**src/design/mem_bus_pkg.sv**
```systemverilog
/*
 Constants for the memory bus slave: register offsets, field positions,
 reset values, cycle-type codes and timing figures.
 Assumes a 100 MHz system clock and a 32-bit AXI4-Lite register bus.
*/
package mem_bus_pkg;
   // ************************************************************
   // Widths
   // ************************************************************
   localparam int ADDR_W = 18;
   localparam int DATA_W = 16;
   localparam int AXI_AW = 8;
   // ************************************************************
   // Register offsets
   // ************************************************************
   localparam logic [AXI_AW-1:0] OFF_CONFIG = 8'h00;
   localparam logic [AXI_AW-1:0] OFF_STATUS = 8'h04;
   localparam logic [AXI_AW-1:0] OFF_ADDR = 8'h08;
   localparam logic [AXI_AW-1:0] OFF_WDATA = 8'h0c;
   // ************************************************************
   // Configuration fields
   // ************************************************************
   localparam int CFG_MOS_BIT = 0;
   localparam int CFG_BLOCK_LSB = 1;
   localparam int CFG_BLOCK_W = 5;
   localparam int CFG_MODEN_LSB = 6;
   localparam int CFG_MODEN_W = 4;
   localparam logic [31:0] CONFIG_RESET = 32'h0000_0000;
   // ************************************************************
   // Status fields
   // ************************************************************
   localparam int ST_REQ_BIT = 0;
   localparam int ST_SSYNC_BIT = 1;
   localparam int ST_READ_BIT = 2;
   localparam int ST_CLEAR_BIT = 3;
   localparam int ST_CTYPE_LSB = 4;
   localparam int ST_BYTE_BIT = 6;
   // ************************************************************
   // Cycle types and bus responses
   // ************************************************************
   localparam logic [1:0] CT_WORD_READ = 2'h0;
   localparam logic [1:0] CT_READ_PAUSE = 2'h1;
   localparam logic [1:0] CT_WORD_WRITE = 2'h2;
   localparam logic [1:0] CT_BYTE_WRITE = 2'h3;
   localparam logic [1:0] RESP_OKAY = 2'h0;
   localparam logic [1:0] RESP_SLVERR = 2'h2;
   // ************************************************************
   // Timing
   // ************************************************************
   localparam int CLK_PERIOD_NS = 10;
   localparam int MASTER_SYNC_IN_DELAY_NS = 150;
   localparam int MASTER_SYNC_IN_DELAY_CYC = (MASTER_SYNC_IN_DELAY_NS + CLK_PERIOD_NS - 1) / CLK_PERIOD_NS;
endpackage

```
**src/design/decode_if.sv**
```systemverilog
/*
 Carrier between the slave and its address decoder.
 Assumes both ends run combinationally in the same clock domain.
*/
`timescale 1ns/1ps
`default_nettype none
interface decode_if;
   import mem_bus_pkg::*;
   logic [ADDR_W-1:0] addr;
   logic mosMode;
   logic [CFG_BLOCK_W-1:0] blockStraps;
   logic [CFG_MODEN_W-1:0] moduleEnables;
   logic hit;
   logic [1:0] moduleSelect;
   modport slave (output addr, mosMode, blockStraps, moduleEnables, input hit, moduleSelect);
   modport decoder (input addr, mosMode, blockStraps, moduleEnables, output hit, moduleSelect);
endinterface
`default_nettype wire

```
**src/design/addr_match.sv**
```systemverilog
/*
 Address-match decoder: block compare against the straps and module select.
 Assumes the address is already active high and stable while it is used.
*/
`timescale 1ns/1ps
`default_nettype none
module addr_match
   import mem_bus_pkg::*;
(
   decode_if.decoder dec
);
   // ************************************************************
   // Module select
   // ************************************************************
   function automatic logic [1:0] modSel(input logic [ADDR_W-1:0] a, input logic mos);
      // bipolar uses bits 12..11.
      // MOS uses bits 14..13.
      modSel = mos ? a[14:13] : a[12:11];
   endfunction

   logic blockOk;
   logic highOk;
   logic lowOk;

   always_comb
   begin
      // cut strap needs a one, intact strap a zero.
      highOk = (dec.addr[17:15] == dec.blockStraps[4:2]);
      // MOS forces the bit 14..13 compare to pass.
      lowOk = dec.mosMode || (dec.addr[14:13] == dec.blockStraps[1:0]);
      // bits 17..15 plus type-selected 14..13 against block straps.
      blockOk = highOk && lowOk;
   end

   assign dec.moduleSelect = modSel(dec.addr, dec.mosMode);
   // answer only where the matching module strap is removed.
   assign dec.hit = blockOk && dec.moduleEnables[dec.moduleSelect];
endmodule // addr_match
`default_nettype wire

```
**src/design/mem_bus_slave.sv**
```systemverilog
/*
 System-bus slave interface of the memory controller with strap registers
 reached over AXI4-Lite.
 Assumes bus pins are synchronous to clk and the memory side acknowledges.
*/
// Operation
// Bipolar module select uses address bits 11 and 12.
// MOS module select uses address bits 13 and 14.
// Answer a module code only when its module-enable strap is removed.
// In MOS mode the bit 13-14 block compare always passes.
// Compare bits 15-17 and selected 13-14 against the block straps.
// Removed block strap needs address bit one, intact needs zero.
// Matching address with master sync raises the bus cycle request.
// Invert the 18 active-low address lines into the address latch.
// Invert the 16 active-low data lines for the write data path.
// Drive read data open-collector only under slave sync on reads.
// Assert slave sync on reads only once data is stable.
// Buffer master sync and keep both polarities internally.
// Internal cycle bit one stays inactive until master sync arrives.
// Provide true and complement versions of both cycle-type lines.
// Cycle code selects word read, read pause, word write, byte write.
// Clear on power low, or on initialize without refresh activity.
// Refresh suppresses initialize clear but never power-low clear.
// The clear resets all condition-sensitive control logic.
// Ignore cycles outside every enabled range.
`timescale 1ns/1ps
`default_nettype none
module mem_bus_slave
   import mem_bus_pkg::*;
(
   input wire logic clk,
   input wire logic rstn,
   input wire logic [mem_bus_pkg::AXI_AW-1:0] s_axi_awaddr,
   input wire logic s_axi_awvalid,
   output logic s_axi_awready,
   input wire logic [31:0] s_axi_wdata,
   input wire logic [3:0] s_axi_wstrb,
   input wire logic s_axi_wvalid,
   output logic s_axi_wready,
   output logic [1:0] s_axi_bresp,
   output logic s_axi_bvalid,
   input wire logic s_axi_bready,
   input wire logic [mem_bus_pkg::AXI_AW-1:0] s_axi_araddr,
   input wire logic s_axi_arvalid,
   output logic s_axi_arready,
   output logic [31:0] s_axi_rdata,
   output logic [1:0] s_axi_rresp,
   output logic s_axi_rvalid,
   input wire logic s_axi_rready,
   input wire logic [mem_bus_pkg::ADDR_W-1:0] addrInN,
   input wire logic [mem_bus_pkg::DATA_W-1:0] dataInN,
   output logic [mem_bus_pkg::DATA_W-1:0] dataOut,
   output logic [mem_bus_pkg::DATA_W-1:0] dataOe,
   input wire logic masterSyncInN,
   input wire logic cycleType0N,
   input wire logic cycleType1N,
   input wire logic busInitN,
   input wire logic memoryPowerLowN,
   output logic slaveSyncOutN,
   input wire logic refreshRequest,
   input wire logic refreshGrant,
   input wire logic memoryAck,
   input wire logic [mem_bus_pkg::DATA_W-1:0] readDataWord,
   output logic busCycleRequest,
   output logic [mem_bus_pkg::ADDR_W-1:0] memoryAddressLatch,
   output logic [mem_bus_pkg::DATA_W-1:0] writeData,
   output logic byteWrite,
   output logic readCycle,
   output logic controllerClear
);
   import mem_bus_pkg::*;

   typedef enum logic [1:0] {IDLE, ACCESS, RESPOND} state_e;

   // ************************************************************
   // Pin receivers
   // ************************************************************
   logic masterSyncH_q;
   logic masterSyncL_q;
   logic cycle0H;
   logic cycle0L;
   logic cycle1H;
   logic cycle1L;
   logic internalCycleBit1;
   logic clear_d;
   logic controllerClear_q;

   // both polarities of master sync.
   always_ff @(posedge clk or negedge rstn)
   begin
      if (!rstn)
      begin
         masterSyncH_q <= 1'b0;
         masterSyncL_q <= 1'b1;
      end
      else
      begin
         masterSyncH_q <= ~masterSyncInN;
         masterSyncL_q <= masterSyncInN;
      end
   end

   always_comb
   begin
      // low-true follow the lines, high-true are complements.
      cycle0L = cycleType0N;
      cycle0H = ~cycleType0N;
      cycle1L = cycleType1N;
      cycle1H = ~cycleType1N;
      // bit one inactive until master sync.
      internalCycleBit1 = masterSyncH_q & cycle1H;
      // power low, or initialize with no refresh activity.
      // refresh blocks only the initialize term.
      clear_d = ~memoryPowerLowN | (~busInitN & ~refreshRequest & ~refreshGrant);
   end

   always_ff @(posedge clk or negedge rstn)
   begin
      if (!rstn)
         controllerClear_q <= 1'b1;
      else
         controllerClear_q <= clear_d;
   end

   // ************************************************************
   // Configuration register
   // ************************************************************
   logic [31:0] config_q;
   decode_if dec ();

   assign dec.addr = ~addrInN;
   assign dec.mosMode = config_q[CFG_MOS_BIT];
   assign dec.blockStraps = config_q[CFG_BLOCK_LSB +: CFG_BLOCK_W];
   assign dec.moduleEnables = config_q[CFG_MODEN_LSB +: CFG_MODEN_W];

   addr_match u_match (
      .dec(dec)
   );

   // ************************************************************
   // Bus cycle control
   // ************************************************************
   state_e state_q;
   logic busCycleRequest_q;
   logic slaveSyncOutN_q;
   logic [DATA_W-1:0] dataOe_q;
   logic [ADDR_W-1:0] memoryAddressLatch_q;
   logic [DATA_W-1:0] writeData_q;
   logic [1:0] cycleType_q;

   // the clear returns all cycle control to idle.
   always_ff @(posedge clk or negedge rstn)
   begin
      if (!rstn)
      begin
         state_q <= IDLE;
         busCycleRequest_q <= 1'b0;
         slaveSyncOutN_q <= 1'b1;
         dataOe_q <= '0;
      end
      else if (controllerClear_q)
      begin
         state_q <= IDLE;
         busCycleRequest_q <= 1'b0;
         slaveSyncOutN_q <= 1'b1;
         dataOe_q <= '0;
      end
      else
      begin
         case (state_q)
            IDLE:
            begin
               // matching address and master sync raise the request.
               // a miss leaves the bus untouched.
               if (masterSyncH_q && dec.hit)
               begin
                  busCycleRequest_q <= 1'b1;
                  state_q <= ACCESS;
               end
            end
            ACCESS:
            begin
               if (!masterSyncH_q)
               begin
                  busCycleRequest_q <= 1'b0;
                  state_q <= IDLE;
               end
               // slave sync waits for stable data.
               else if (memoryAck)
               begin
                  busCycleRequest_q <= 1'b0;
                  slaveSyncOutN_q <= 1'b0;
                  // pull low the lines of one bits on reads only.
                  if (!cycleType_q[1])
                     dataOe_q <= readDataWord;
                  state_q <= RESPOND;
               end
            end
            RESPOND:
            begin
               if (masterSyncL_q)
               begin
                  slaveSyncOutN_q <= 1'b1;
                  dataOe_q <= '0;
                  state_q <= IDLE;
               end
            end
            default:
               state_q <= IDLE;
         endcase
      end
   end

   always_ff @(posedge clk or negedge rstn)
   begin
      if (!rstn)
      begin
         memoryAddressLatch_q <= '0;
         writeData_q <= '0;
         cycleType_q <= CT_WORD_READ;
      end
      else if (state_q == IDLE && masterSyncH_q && dec.hit && !controllerClear_q)
      begin
         // inverted address into the latch.
         memoryAddressLatch_q <= dec.addr;
         // inverted data for the write path.
         writeData_q <= ~dataInN;
         // latch the cycle code.
         cycleType_q <= {internalCycleBit1, cycle0H};
      end
   end

   // ************************************************************
   // Register bus slave
   // ************************************************************
   logic awHeld_q;
   logic wHeld_q;
   logic [AXI_AW-1:0] awAddr_q;
   logic [31:0] wData_q;
   logic [3:0] wStrb_q;
   logic [31:0] readMux;
   logic readOk;

   function automatic logic [AXI_AW-1:0] wordOf(input logic [AXI_AW-1:0] a);
      wordOf = {a[AXI_AW-1:2], 2'h0};
   endfunction

   always_ff @(posedge clk or negedge rstn)
   begin
      if (!rstn)
      begin
         awHeld_q <= 1'b0;
         wHeld_q <= 1'b0;
         awAddr_q <= '0;
         wData_q <= '0;
         wStrb_q <= '0;
         s_axi_bvalid <= 1'b0;
         s_axi_bresp <= RESP_OKAY;
         config_q <= CONFIG_RESET;
      end
      else
      begin
         if (s_axi_awvalid && s_axi_awready)
         begin
            awHeld_q <= 1'b1;
            awAddr_q <= s_axi_awaddr;
         end
         if (s_axi_wvalid && s_axi_wready)
         begin
            wHeld_q <= 1'b1;
            wData_q <= s_axi_wdata;
            wStrb_q <= s_axi_wstrb;
         end
         if (awHeld_q && wHeld_q && !s_axi_bvalid)
         begin
            awHeld_q <= 1'b0;
            wHeld_q <= 1'b0;
            s_axi_bvalid <= 1'b1;
            if (wordOf(awAddr_q) == OFF_CONFIG)
            begin
               s_axi_bresp <= RESP_OKAY;
               for (int i = 0; i < 4; i++)
               begin
                  if (wStrb_q[i])
                     config_q[i*8 +: 8] <= wData_q[i*8 +: 8];
               end
            end
            else if (wordOf(awAddr_q) == OFF_STATUS || wordOf(awAddr_q) == OFF_ADDR
                     || wordOf(awAddr_q) == OFF_WDATA)
               s_axi_bresp <= RESP_OKAY;
            else
               s_axi_bresp <= RESP_SLVERR;
         end
         else if (s_axi_bvalid && s_axi_bready)
            s_axi_bvalid <= 1'b0;
      end
   end

   assign s_axi_awready = !awHeld_q;
   assign s_axi_wready = !wHeld_q;

   always_comb
   begin
      readOk = 1'b1;
      readMux = '0;
      if (wordOf(s_axi_araddr) == OFF_CONFIG)
         readMux = config_q & 32'h0000_03ff;
      else if (wordOf(s_axi_araddr) == OFF_STATUS)
      begin
         readMux[ST_REQ_BIT] = busCycleRequest_q;
         readMux[ST_SSYNC_BIT] = ~slaveSyncOutN_q;
         readMux[ST_READ_BIT] = (state_q != IDLE) && !cycleType_q[1];
         readMux[ST_CLEAR_BIT] = controllerClear_q;
         readMux[ST_CTYPE_LSB +: 2] = cycleType_q;
         readMux[ST_BYTE_BIT] = (cycleType_q == CT_BYTE_WRITE);
      end
      else if (wordOf(s_axi_araddr) == OFF_ADDR)
         readMux = {14'h0000, memoryAddressLatch_q};
      else if (wordOf(s_axi_araddr) == OFF_WDATA)
         readMux = {16'h0000, writeData_q};
      else
         readOk = 1'b0;
   end

   always_ff @(posedge clk or negedge rstn)
   begin
      if (!rstn)
      begin
         s_axi_rvalid <= 1'b0;
         s_axi_rdata <= '0;
         s_axi_rresp <= RESP_OKAY;
      end
      else if (s_axi_arvalid && s_axi_arready)
      begin
         s_axi_rvalid <= 1'b1;
         s_axi_rdata <= readMux;
         s_axi_rresp <= readOk ? RESP_OKAY : RESP_SLVERR;
      end
      else if (s_axi_rvalid && s_axi_rready)
         s_axi_rvalid <= 1'b0;
   end

   assign s_axi_arready = !s_axi_rvalid;

   // ************************************************************
   // Outputs
   // ************************************************************
   assign busCycleRequest = busCycleRequest_q;
   assign slaveSyncOutN = slaveSyncOutN_q;
   assign dataOe = dataOe_q;
   assign dataOut = '0;
   assign memoryAddressLatch = memoryAddressLatch_q;
   assign writeData = writeData_q;
   assign byteWrite = (cycleType_q == CT_BYTE_WRITE);
   assign readCycle = !cycleType_q[1];
   assign controllerClear = controllerClear_q;

   // ************************************************************
   // Assertions
   // ************************************************************
   property p_reqCause;
      @(posedge clk) disable iff (!rstn) $rose(busCycleRequest_q) |-> $past(masterSyncH_q && dec.hit);
   endproperty
   a_reqCause: assert property (p_reqCause) else $error("Request without hit and master sync.");

   property p_missIgnored;
      @(posedge clk) disable iff (!rstn) (state_q == IDLE && !dec.hit) |=> !busCycleRequest_q && slaveSyncOutN_q;
   endproperty
   a_missIgnored: assert property (p_missIgnored) else $error("Answered a missed address.");

   property p_driveOnRead;
      @(posedge clk) disable iff (!rstn) (dataOe_q != '0) |-> !slaveSyncOutN_q && !cycleType_q[1];
   endproperty
   a_driveOnRead: assert property (p_driveOnRead) else $error("Data driven outside a read response.");

   property p_ssyncAfterAck;
      @(posedge clk) disable iff (!rstn) $fell(slaveSyncOutN_q) |-> $past(memoryAck) && $past(state_q == ACCESS);
   endproperty
   a_ssyncAfterAck: assert property (p_ssyncAfterAck) else $error("Slave sync before stable data.");

   property p_addrLatch;
      @(posedge clk) disable iff (!rstn) $rose(busCycleRequest_q) |-> memoryAddressLatch_q == $past(~addrInN);
   endproperty
   a_addrLatch: assert property (p_addrLatch) else $error("Address latch not the inverted lines.");

   property p_writeData;
      @(posedge clk) disable iff (!rstn) $rose(busCycleRequest_q) |-> writeData_q == $past(~dataInN);
   endproperty
   a_writeData: assert property (p_writeData) else $error("Write data not the inverted lines.");

   property p_bit1Held;
      @(posedge clk) disable iff (!rstn) !masterSyncH_q |-> !internalCycleBit1;
   endproperty
   a_bit1Held: assert property (p_bit1Held) else $error("Cycle bit one active before master sync.");

   property p_syncPolarity;
      @(posedge clk) disable iff (!rstn) ##1 (masterSyncH_q != masterSyncL_q) && masterSyncH_q == $past(~masterSyncInN);
   endproperty
   a_syncPolarity: assert property (p_syncPolarity) else $error("Master sync polarities disagree.");

   property p_powerClear;
      @(posedge clk) disable iff (!rstn) !memoryPowerLowN |=> controllerClear_q ##1 state_q == IDLE;
   endproperty
   a_powerClear: assert property (p_powerClear) else $error("Power low did not clear.");

   property p_refreshBlocks;
      @(posedge clk) disable iff (!rstn) (memoryPowerLowN && (refreshRequest || refreshGrant)) |=> !controllerClear_q;
   endproperty
   a_refreshBlocks: assert property (p_refreshBlocks) else $error("Initialize clear during refresh.");

   property p_clearIdles;
      @(posedge clk) disable iff (!rstn) controllerClear_q |=> state_q == IDLE && slaveSyncOutN_q && !busCycleRequest_q;
   endproperty
   a_clearIdles: assert property (p_clearIdles) else $error("Clear left control active.");

   property p_bHold;
      @(posedge clk) disable iff (!rstn) s_axi_bvalid && !s_axi_bready |=> s_axi_bvalid && $stable(s_axi_bresp);
   endproperty
   a_bHold: assert property (p_bHold) else $error("Write response dropped early.");

   c_readCycle: cover property (@(posedge clk) disable iff (!rstn) $fell(slaveSyncOutN_q) && !cycleType_q[1]);
   c_byteWrite: cover property (@(posedge clk) disable iff (!rstn) $fell(slaveSyncOutN_q) && cycleType_q == CT_BYTE_WRITE);
   c_abort: cover property (@(posedge clk) disable iff (!rstn) state_q == ACCESS && !masterSyncH_q);
   c_initClear: cover property (@(posedge clk) disable iff (!rstn) memoryPowerLowN && $rose(controllerClear_q));
endmodule // mem_bus_slave
`default_nettype wire

```
**config.mk**
```make
export PLATFORM = sky130hd
export DESIGN_NAME = mem_bus_slave
export DESIGN_NICKNAME = d
export VERILOG_FILES = /design/src/design/mem_bus_pkg.sv /design/src/design/decode_if.sv /design/src/design/addr_match.sv /design/src/design/mem_bus_slave.sv
export SDC_FILE = /design/constraint.sdc
export NUM_CORES = 1
export LEC_CHECK = 0
export BUFFER_PORTS_ARGS = -buffer_cell sky130_fd_sc_hd__buf_4
export CORE_UTILIZATION = 30
export DETAILED_ROUTE_END_ITERATION = 8
export SYNTH_ARGS = -nofsm -noshare
export SYNTH_HDL_FRONTEND = slang
export SYNTH_SLANG_ARGS = --single-unit
```
**constraint.sdc**
```tcl
create_clock -name clk -period 2 [get_ports clk]
set_input_delay 0 -clock clk [delete_from_list [all_inputs] [get_ports clk]]
set_output_delay 0 -clock clk [all_outputs]
set_load 0.005 [all_outputs]
```
==> results.md, run 1 <==
- Critical path peak fanout: 10
- Grt ovf: 0
- Crit Path Category: reg2reg
- Vias in the first global route: 4237
- DR vias: 3971
- Leading register cell type out of synthesis: dfrtp_1
- Worst path buffer plus inverter count: 2
- Max Cap Viol: 0
- Cell Area, Synth: 5020 um2
- Worst setup path startpoint: config_q[0]
- Hold Slack: between 0.02 and 0.03 ns
- Slowest CP cell: mux4_2
- Final setup fails: 0
- Sequential area share after synthesis: 0.554
- Layout Skew: roughly 0.0075 ns
- First-pass GRT wire length: 22300 um
- Psw: 0.00169 W
- Total power: 0.00644 W
- H-tree depth: 3
- Ant diodes: 0
- R2R setup slack: 0.08 ns
- Max-slew headroom: 0.551
- Min cycle time layout: 1.92 ns
- Routed WL: around 14000 um
- CP Capture Point: state_q[0]
- CTS tree: done
- Min-delay worst type: in2reg
- Asr flop ratio synth: 1.00
- Util after Layout: 0.480
- Worst VDD drop: 0.528 mV
- Post-DRT Antenna Nets: 0
- Slowest stage delay, CP: 0.52 ns
- Post-layout net count: 799
- Initial Util: 0.312
- Worst setup EP type: flip-flop
- PwrDens: 832 nW/um2
- Synth Instances: about 410
- Clock Sinks: 111
- Post-synth EDFFs: 0
- Flop and latch count out of synthesis: 111
- Worst R2R Path Depth: 6
- Critical path depth: 6
- Avg Inst Size Synth: 12.2 um2
- RD Place Congestion: 0.756
- GRT Overall Usage: 0.167
- Largest delay share family, worst path: multiplexers
- Root buffer cell: clkbuf_16
- # rows: 46
- Internal power: 0.00475 W
- Top cells by area, synth: dfrtp_1 54%, mux2i_1 11%, mux2_2 6.1%
- Worst reg2reg startpoint: config_q[0]
- Clk slew on worst S/H paths: 0.08 ns
- Top-area cell type share of the netlist area: 0.538
- Core area: 16100 um2
- Placed Area: 6560 um2
- Outcome: finished, final reports clean
- Worst-Margin Slew: between 0.6 and 0.7 ns
- Die width: 131 um
- Synth Warn #: 0
- P&R area growth vs syn: 54.1%
- # port buffers: 168
- Routed vias/inst: approximately 4.4
- Pins Over Slew Limit: 0
- Leakage: 3.86 nW
- Initial antenna violation count: 0
- Design Area, Final: 7740 um2
- Worst-path cell chain: mux2i_1, mux4_2, nor3b_4, buf_6, buf_12, a41o_1
- Clk Latency, worst-skew pair: 0.36 ns
- Gate power share: 0.239
- Power share of the clock group: 0.304
- Bufs on Longest Clock Path: 2
- TNS Setup: 0 ns
- Critical R2R Capture: state_q[0]
- Top Ports: 229
- CP startpoint kind: flip-flop
- 1st-pass router iterations: 4
- Library cells used by synthesis: 39
- RSZ-0062 raised after global routing: no
- Fmax: 521 MHz
- DRT iter0 DRCs: ~130
- Remaining DRCs: 0
- Worst EP arrival: 2.16 ns
- Die height: around 130 um
- Period utilisation layout: 0.960
- Hold Fails Final Rpt: 0
- Routed len/inst: 15.2 um
- Layout cells sized above 1: 0.369
- Largest net degree at the start of global routing: 44
- Switching share of power: 0.263
- Worst EP required: 2.24 ns
- Detailed Place HPWL: around 9900 um
- Synth area leader: dfrtp_1
- Part of the power in registers: 0.456
- CTS Buf Count: 9
- Die footprint: 17300 um2
## cells in the mapped netlist (4+ instances only)
library cell	n
nor2_1	6
o21ai_0	5
inv_1	63
nand4_1	7
xor2_1	5
a22oi_1	6
mux2i_1	56
mux2_2	27
clkbuf_1	8
a22o_1	11
dfrtp_1	108
nand2_1	26
buf_4	32
mux4_2	8
a21oi_1	6
buf_2	4
## sequential cells by signal (all words and copies together) (netlist names)
signal,cells
memoryAddressLatch,18
masterSyncL_q,1
writeData,16
config_q,10
busCycleRequest,1
dataOe,16
cycleType_q,2
wData_q,10
masterSyncH_q,1
controllerClear,1
s_axi_bvalid,1
awAddr_q,6
wHeld_q,1
s_axi_rvalid,1
awHeld_q,1
s_axi_bresp,1
s_axi_rdata,18
s_axi_rresp,1
slaveSyncOutN,1
wStrb_q,2
state_q,2
## area by class of cell
cell class,count,area [um2]
tap,216,270
fill,1477,8380
clock buffer,10,239
sequential,111,2780
timing repair buffer,274,2310
inverter,63,236
multi-input combinational,223,1820
clock inverter,5,81.3
## worst reg2reg max path: stages, from the launching register on
cell	delay, ns
dfrtp_1	0.37
mux2i_1	0.25
mux4_2	0.52
nor3b_4	0.17
buf_6	0.14
buf_12	0.14
a41o_1	0.22
## power groups by stage
stage,registers (W),logic [W],clock network [W]
6_report,0.00294,0.00154,0.00196
5_1_grt,0.00300,0.00169,0.00211
3_3_place_gp,0.00296,0.00136,0
2_1_floorplan,0.00291,0.000737,0
3_5_place_dp,0.00298,0.00141,0
4_1_cts,0.00294,0.00155,0.00201
## layout by cell type (no fill, tap or decap), types with 2 or more instances in the layout
cell / netlist / final
inv_1: 63 / 63
a22o_1: 11 / 11
buf_4: 32 / 190
bufinv_16: 0 / 2
xor2_1: 5 / 5
buf_12: 0 / 4
mux4_2: 8 / 8
a21oi_1: 6 / 6
clkbuf_16: 0 / 9
mux2i_1: 56 / 56
nand2_1: 26 / 25
mux2_1: 2 / 2
nor2b_1: 3 / 3
a22oi_1: 6 / 6
nand4_1: 7 / 7
or4_1: 2 / 2
mux2_2: 27 / 27
o21ai_0: 5 / 5
dlygate4sd3_1: 0 / 79
dfrtp_1: 108 / 108
dfstp_2: 3 / 3
conb_1: 1 / 32
o21a_1: 2 / 2
nor2_1: 6 / 6
nand2b_1: 2 / 2
nand3_1: 3 / 3
## per-stage QoR
step	worst slack, ns	instances
3_3_place_gp	-0.272	804
3_5_place_dp	-0.322	804
6_report	0.0803	902
4_1_cts	0.0348	902
2_1_floorplan	0.108	444
5_1_grt	0.0145	902
## cell families after synthesis
kind of cell,count (synthesis),synth area share
AOI/OAI and AO/OA,37,0.0531
xor gates and xnor gates,5,0.00872
buffers and inverters,110,0.112
DFF,111,0.554
muxes,93,0.213
other,1,0.000747
and+or+nand+nor,56,0.0588
## worst min path at each step
stage	slack (ns)	cells after the start	end	start
floorplan	-0.30	0	awAddr_q[2]	rstn
CTS	0.02	3	s_axi_rdata[12]	s_axi_araddr[2]
finish	0.03	3	s_axi_rdata[13]	s_axi_araddr[2]
detailed placement	0.02	1	memoryAddressLatch[5]	rstn
global route	0.02	3	s_axi_rdata[13]	s_axi_araddr[2]
global placement	0.005	1	s_axi_rdata[15]	rstn
## routing by layer
layer | GRT usage | part of all wire | vias to the layer above
met5 | 0 | 0 | -
met4 | 0.0633 | 0.019 | 0
met3 | 0.0378 | 0.051 | 20
met2 | 0.294 | 0.51 | 141
met1 | 0.197 | 0.42 | 1957
li1 | - | - | 1853
## timing repair
item | 4_1_cts | 5_1_grt
setup buffers | 4 | 0
endpoints found under the hold margin | 115 | 0
gates resized for setup | 1 | 3
endpoints found under the setup margin | 40 | 19
pin swaps | 1 | 0
hold buffers | 79 | 0
Power figures use the tool's default switching activity.
==> inputs of run 2 (changes only) <==
--- a/config.mk
+++ b/config.mk
@@ -6,8 +6,9 @@
 export NUM_CORES = 1
 export LEC_CHECK = 0
 export BUFFER_PORTS_ARGS = -buffer_cell sky130_fd_sc_hd__buf_4
-export CORE_UTILIZATION = 30
+export CORE_UTILIZATION = 43
 export DETAILED_ROUTE_END_ITERATION = 8
+export PLACE_DENSITY = 0.77
 export SYNTH_ARGS = -nofsm -noshare
 export SYNTH_HDL_FRONTEND = slang
 export SYNTH_SLANG_ARGS = --single-unit
==> constraint.sdc (replaced) <==
create_clock -name clk -period 1.55 [get_ports clk]
set_input_delay 0 -clock clk [delete_from_list [all_inputs] [get_ports clk]]
set_output_delay 0 -clock clk [all_outputs]
set_load 0.005 [all_outputs]
==> run 2 against run 1 <==
  * Global-route usage up 7.0 points
  * Critical endpoint is now memoryAddressLatch[5]
  * Clock-buffer cell count up 3
  * Maximum frequency up 5.0%
  * Routed wire length down 0.37%
  * Die area down 30%
  * Sequential power up 29%
  * Total power up 28%
  * Core utilization up 20 points
  * Highest routed layer unchanged
  * The run now ends with setup timing left
==> results.md, run 2 (synthesized netlist as in run 1, its figures left out) <==
- Outcome: finished with violations
- Failing checks: setup timing
- Worst setup path startpoint: config_q[0]
- Die height: 110 um (-16%)
- # port buffers: 168 (unchanged)
- TNS Setup: -10.36 ns (-10.36 ns)
- Final setup fails: 50 (+50)
- Routed len/inst: 16.2 um (+6.6%)
- Worst EP arrival: 2.09 ns (-0.07 ns)
- Core area: 11400 um2 (-29%)
- Root buffer cell: clkbuf_16
- Routed vias/inst: 4.83 (+9.6%)
- Critical R2R Capture: memoryAddressLatch[5]
- Most common cell after layout, fill and taps aside: buf_4
- H-tree depth: 3 (unchanged)
- Pre-CTS setup slack: -0.315 ns (+0.00642 ns)
- Clock Sinks: 111 (unchanged)
- Die footprint: 12100 um2 (-30%)
- Worst VDD drop: 0.788 mV (+49%)
- Fmax: 547 MHz (+5.0%)
- Die width: 110 um (-16%)
- R2R setup slack: -0.28 ns (-0.36 ns)
- P&R area growth vs syn: 55.1%
- Min cycle time layout: 1.83 ns (-0.0917 ns)
- Worst EP required: 1.82 ns (-0.42 ns)
- # rows: 39 (-15%)
- RSZ-0062 raised after global routing: yes
- Vias in the first global route: 4238 (+0.024%)
- 1st-pass router iterations: 4 (unchanged)
- Routed WL: 13700 um (-0.37%)
- Top Ports: 229 (unchanged)
- RD Place Congestion: 0.794 (+5.1%)
- Largest net degree at the start of global routing: 47 (+6.8%)
- Clk slew on worst S/H paths: 0.07 ns (about the same)
- Worst-Margin Slew: 0.633 ns (-0.0382 ns)
- Max Cap Viol: 0 (unchanged)
- Ant diodes: 0 (unchanged)
- Worst setup EP type: flip-flop
- Remaining DRCs: 0 (unchanged)
- Layout Skew: 0.0104 ns (+0.00283 ns)
- Initial Util: 0.440 (+0.128)
- Clk Latency, worst-skew pair: 0.35 ns (about the same)
- Max-slew headroom: 0.578 (+0.0272)
- CP Capture Point: memoryAddressLatch[5]
- Period utilisation layout: 1.18 (+0.220)
- Most frequent cells in the layout: 200 x buf_4, 108 x dfrtp_1, 78 x dlygate4sd3_1
- PnR worst setup slack: -0.278 ns (-0.358 ns)
- CP startpoint kind: flip-flop
- Leakage: 3.93 nW (+1.9%)
- DRT iter0 DRCs: 152 (+14%)
- Layout cells sized above 1: 0.393 (+0.0241)
- Pins Over Slew Limit: 0 (unchanged)
- GRT Overall Usage: 0.237 (+0.0700)
- Total power: 0.00826 W (+28%)
- PwrDens: 1060 nW/um2 (+27%)
- Detailed Place HPWL: 9340 um (-5.3%)
- Initial antenna violation count: 0 (unchanged)
- Post-layout net count: 812 (+1.6%)
- Worst reg2reg startpoint: config_q[0]
- Crit Path Category: reg2reg
- Critical path peak fanout: 5 (-5)
- First-pass GRT wire length: 21200 um (-4.7%)
- Util after Layout: 0.682 (+0.202)
- CTS tree: done
- Hold Fails Final Rpt: 0 (unchanged)
- Min-delay worst type: in2reg
- Grt ovf: 0 (unchanged)
- CTS Buf Count: 9 (unchanged)
- Post-DRT Antenna Nets: 0 (unchanged)
- DR vias: 4068 (+2.4%)
- Worst R2R Path Depth: 7 (+1)
- Bufs on Longest Clock Path: 2 (unchanged)
-- run 2: where the power goes --
part | leakage (nW) | internal, W | switching [W] | total [W]
clock | 0.136 | 0.00130 | 0.00101 | 0.00231
combinational | 2.52 | 0.00135 | 0.000797 | 0.00215
sequential | 1.27 | 0.00343 | 0.000371 | 0.00380
-- run 2: through the flow --
step | std cells | hold WS, ns | instance area (um2)
global placement | 747 | 0.0484 | 6620
global route | 843 | 0.0446 | 7790
CTS | 841 | 0.0196 | 7720
detailed placement | 747 | 0.0616 | 6620
floorplan | 444 | -0.296 | 5160
finish | 843 | 0.0285 | 7790
-- run 2: repair_timing --
action                                  CTS  global route
hold buffers                             78             0
endpoints found under the setup margin   48            62
pin swaps                                 3             1
buffers inserted                          0             2
gates resized for setup                   6             8
endpoints found under the hold margin   116             0
gates cloned                              0             1
-- run 2: layout make-up --
type                            count  area, um2
Inverter                           63        236
Clock inverter                      3       45.0
Fill cell                         819       3630
Timing Repair Buffer              287       2430
Clock buffer                       13        250
Multi-Input combinational cell    223       1860
Tap cell                          143        179
Sequential cell                   111       2780
-- run 2: critical path, cell delays in order (launching register included) --
cell,delay [ns]
dfrtp_1,0.40
buf_4,0.16
mux2i_2,0.19
mux4_2,0.21
nor3b_4,0.29
buf_6,0.18
buf_12,0.12
mux2i_1,0.20
-- run 2: metal layers --
layer / global-route usage / wire length [um]
met5: 0 / 0
met4: 0.0971 / 264
met3: 0.0470 / 864
met2: 0.412 / 6960
met1: 0.287 / 5610
-- run 2: how the worst min path moves through the flow --
stage          depth (start not counted)               to  slack (ns)            start
4_1_cts                                3  s_axi_rdata[12]        0.02  s_axi_araddr[2]
5_1_grt                                3  s_axi_rdata[14]        0.04  s_axi_araddr[2]
6_report                               3  s_axi_rdata[12]        0.03  s_axi_araddr[2]
3_5_place_dp                           1      awAddr_q[2]        0.06             rstn
3_3_place_gp                           1      awAddr_q[2]        0.05             rstn
2_1_floorplan                          0      awAddr_q[2]       -0.30             rstn
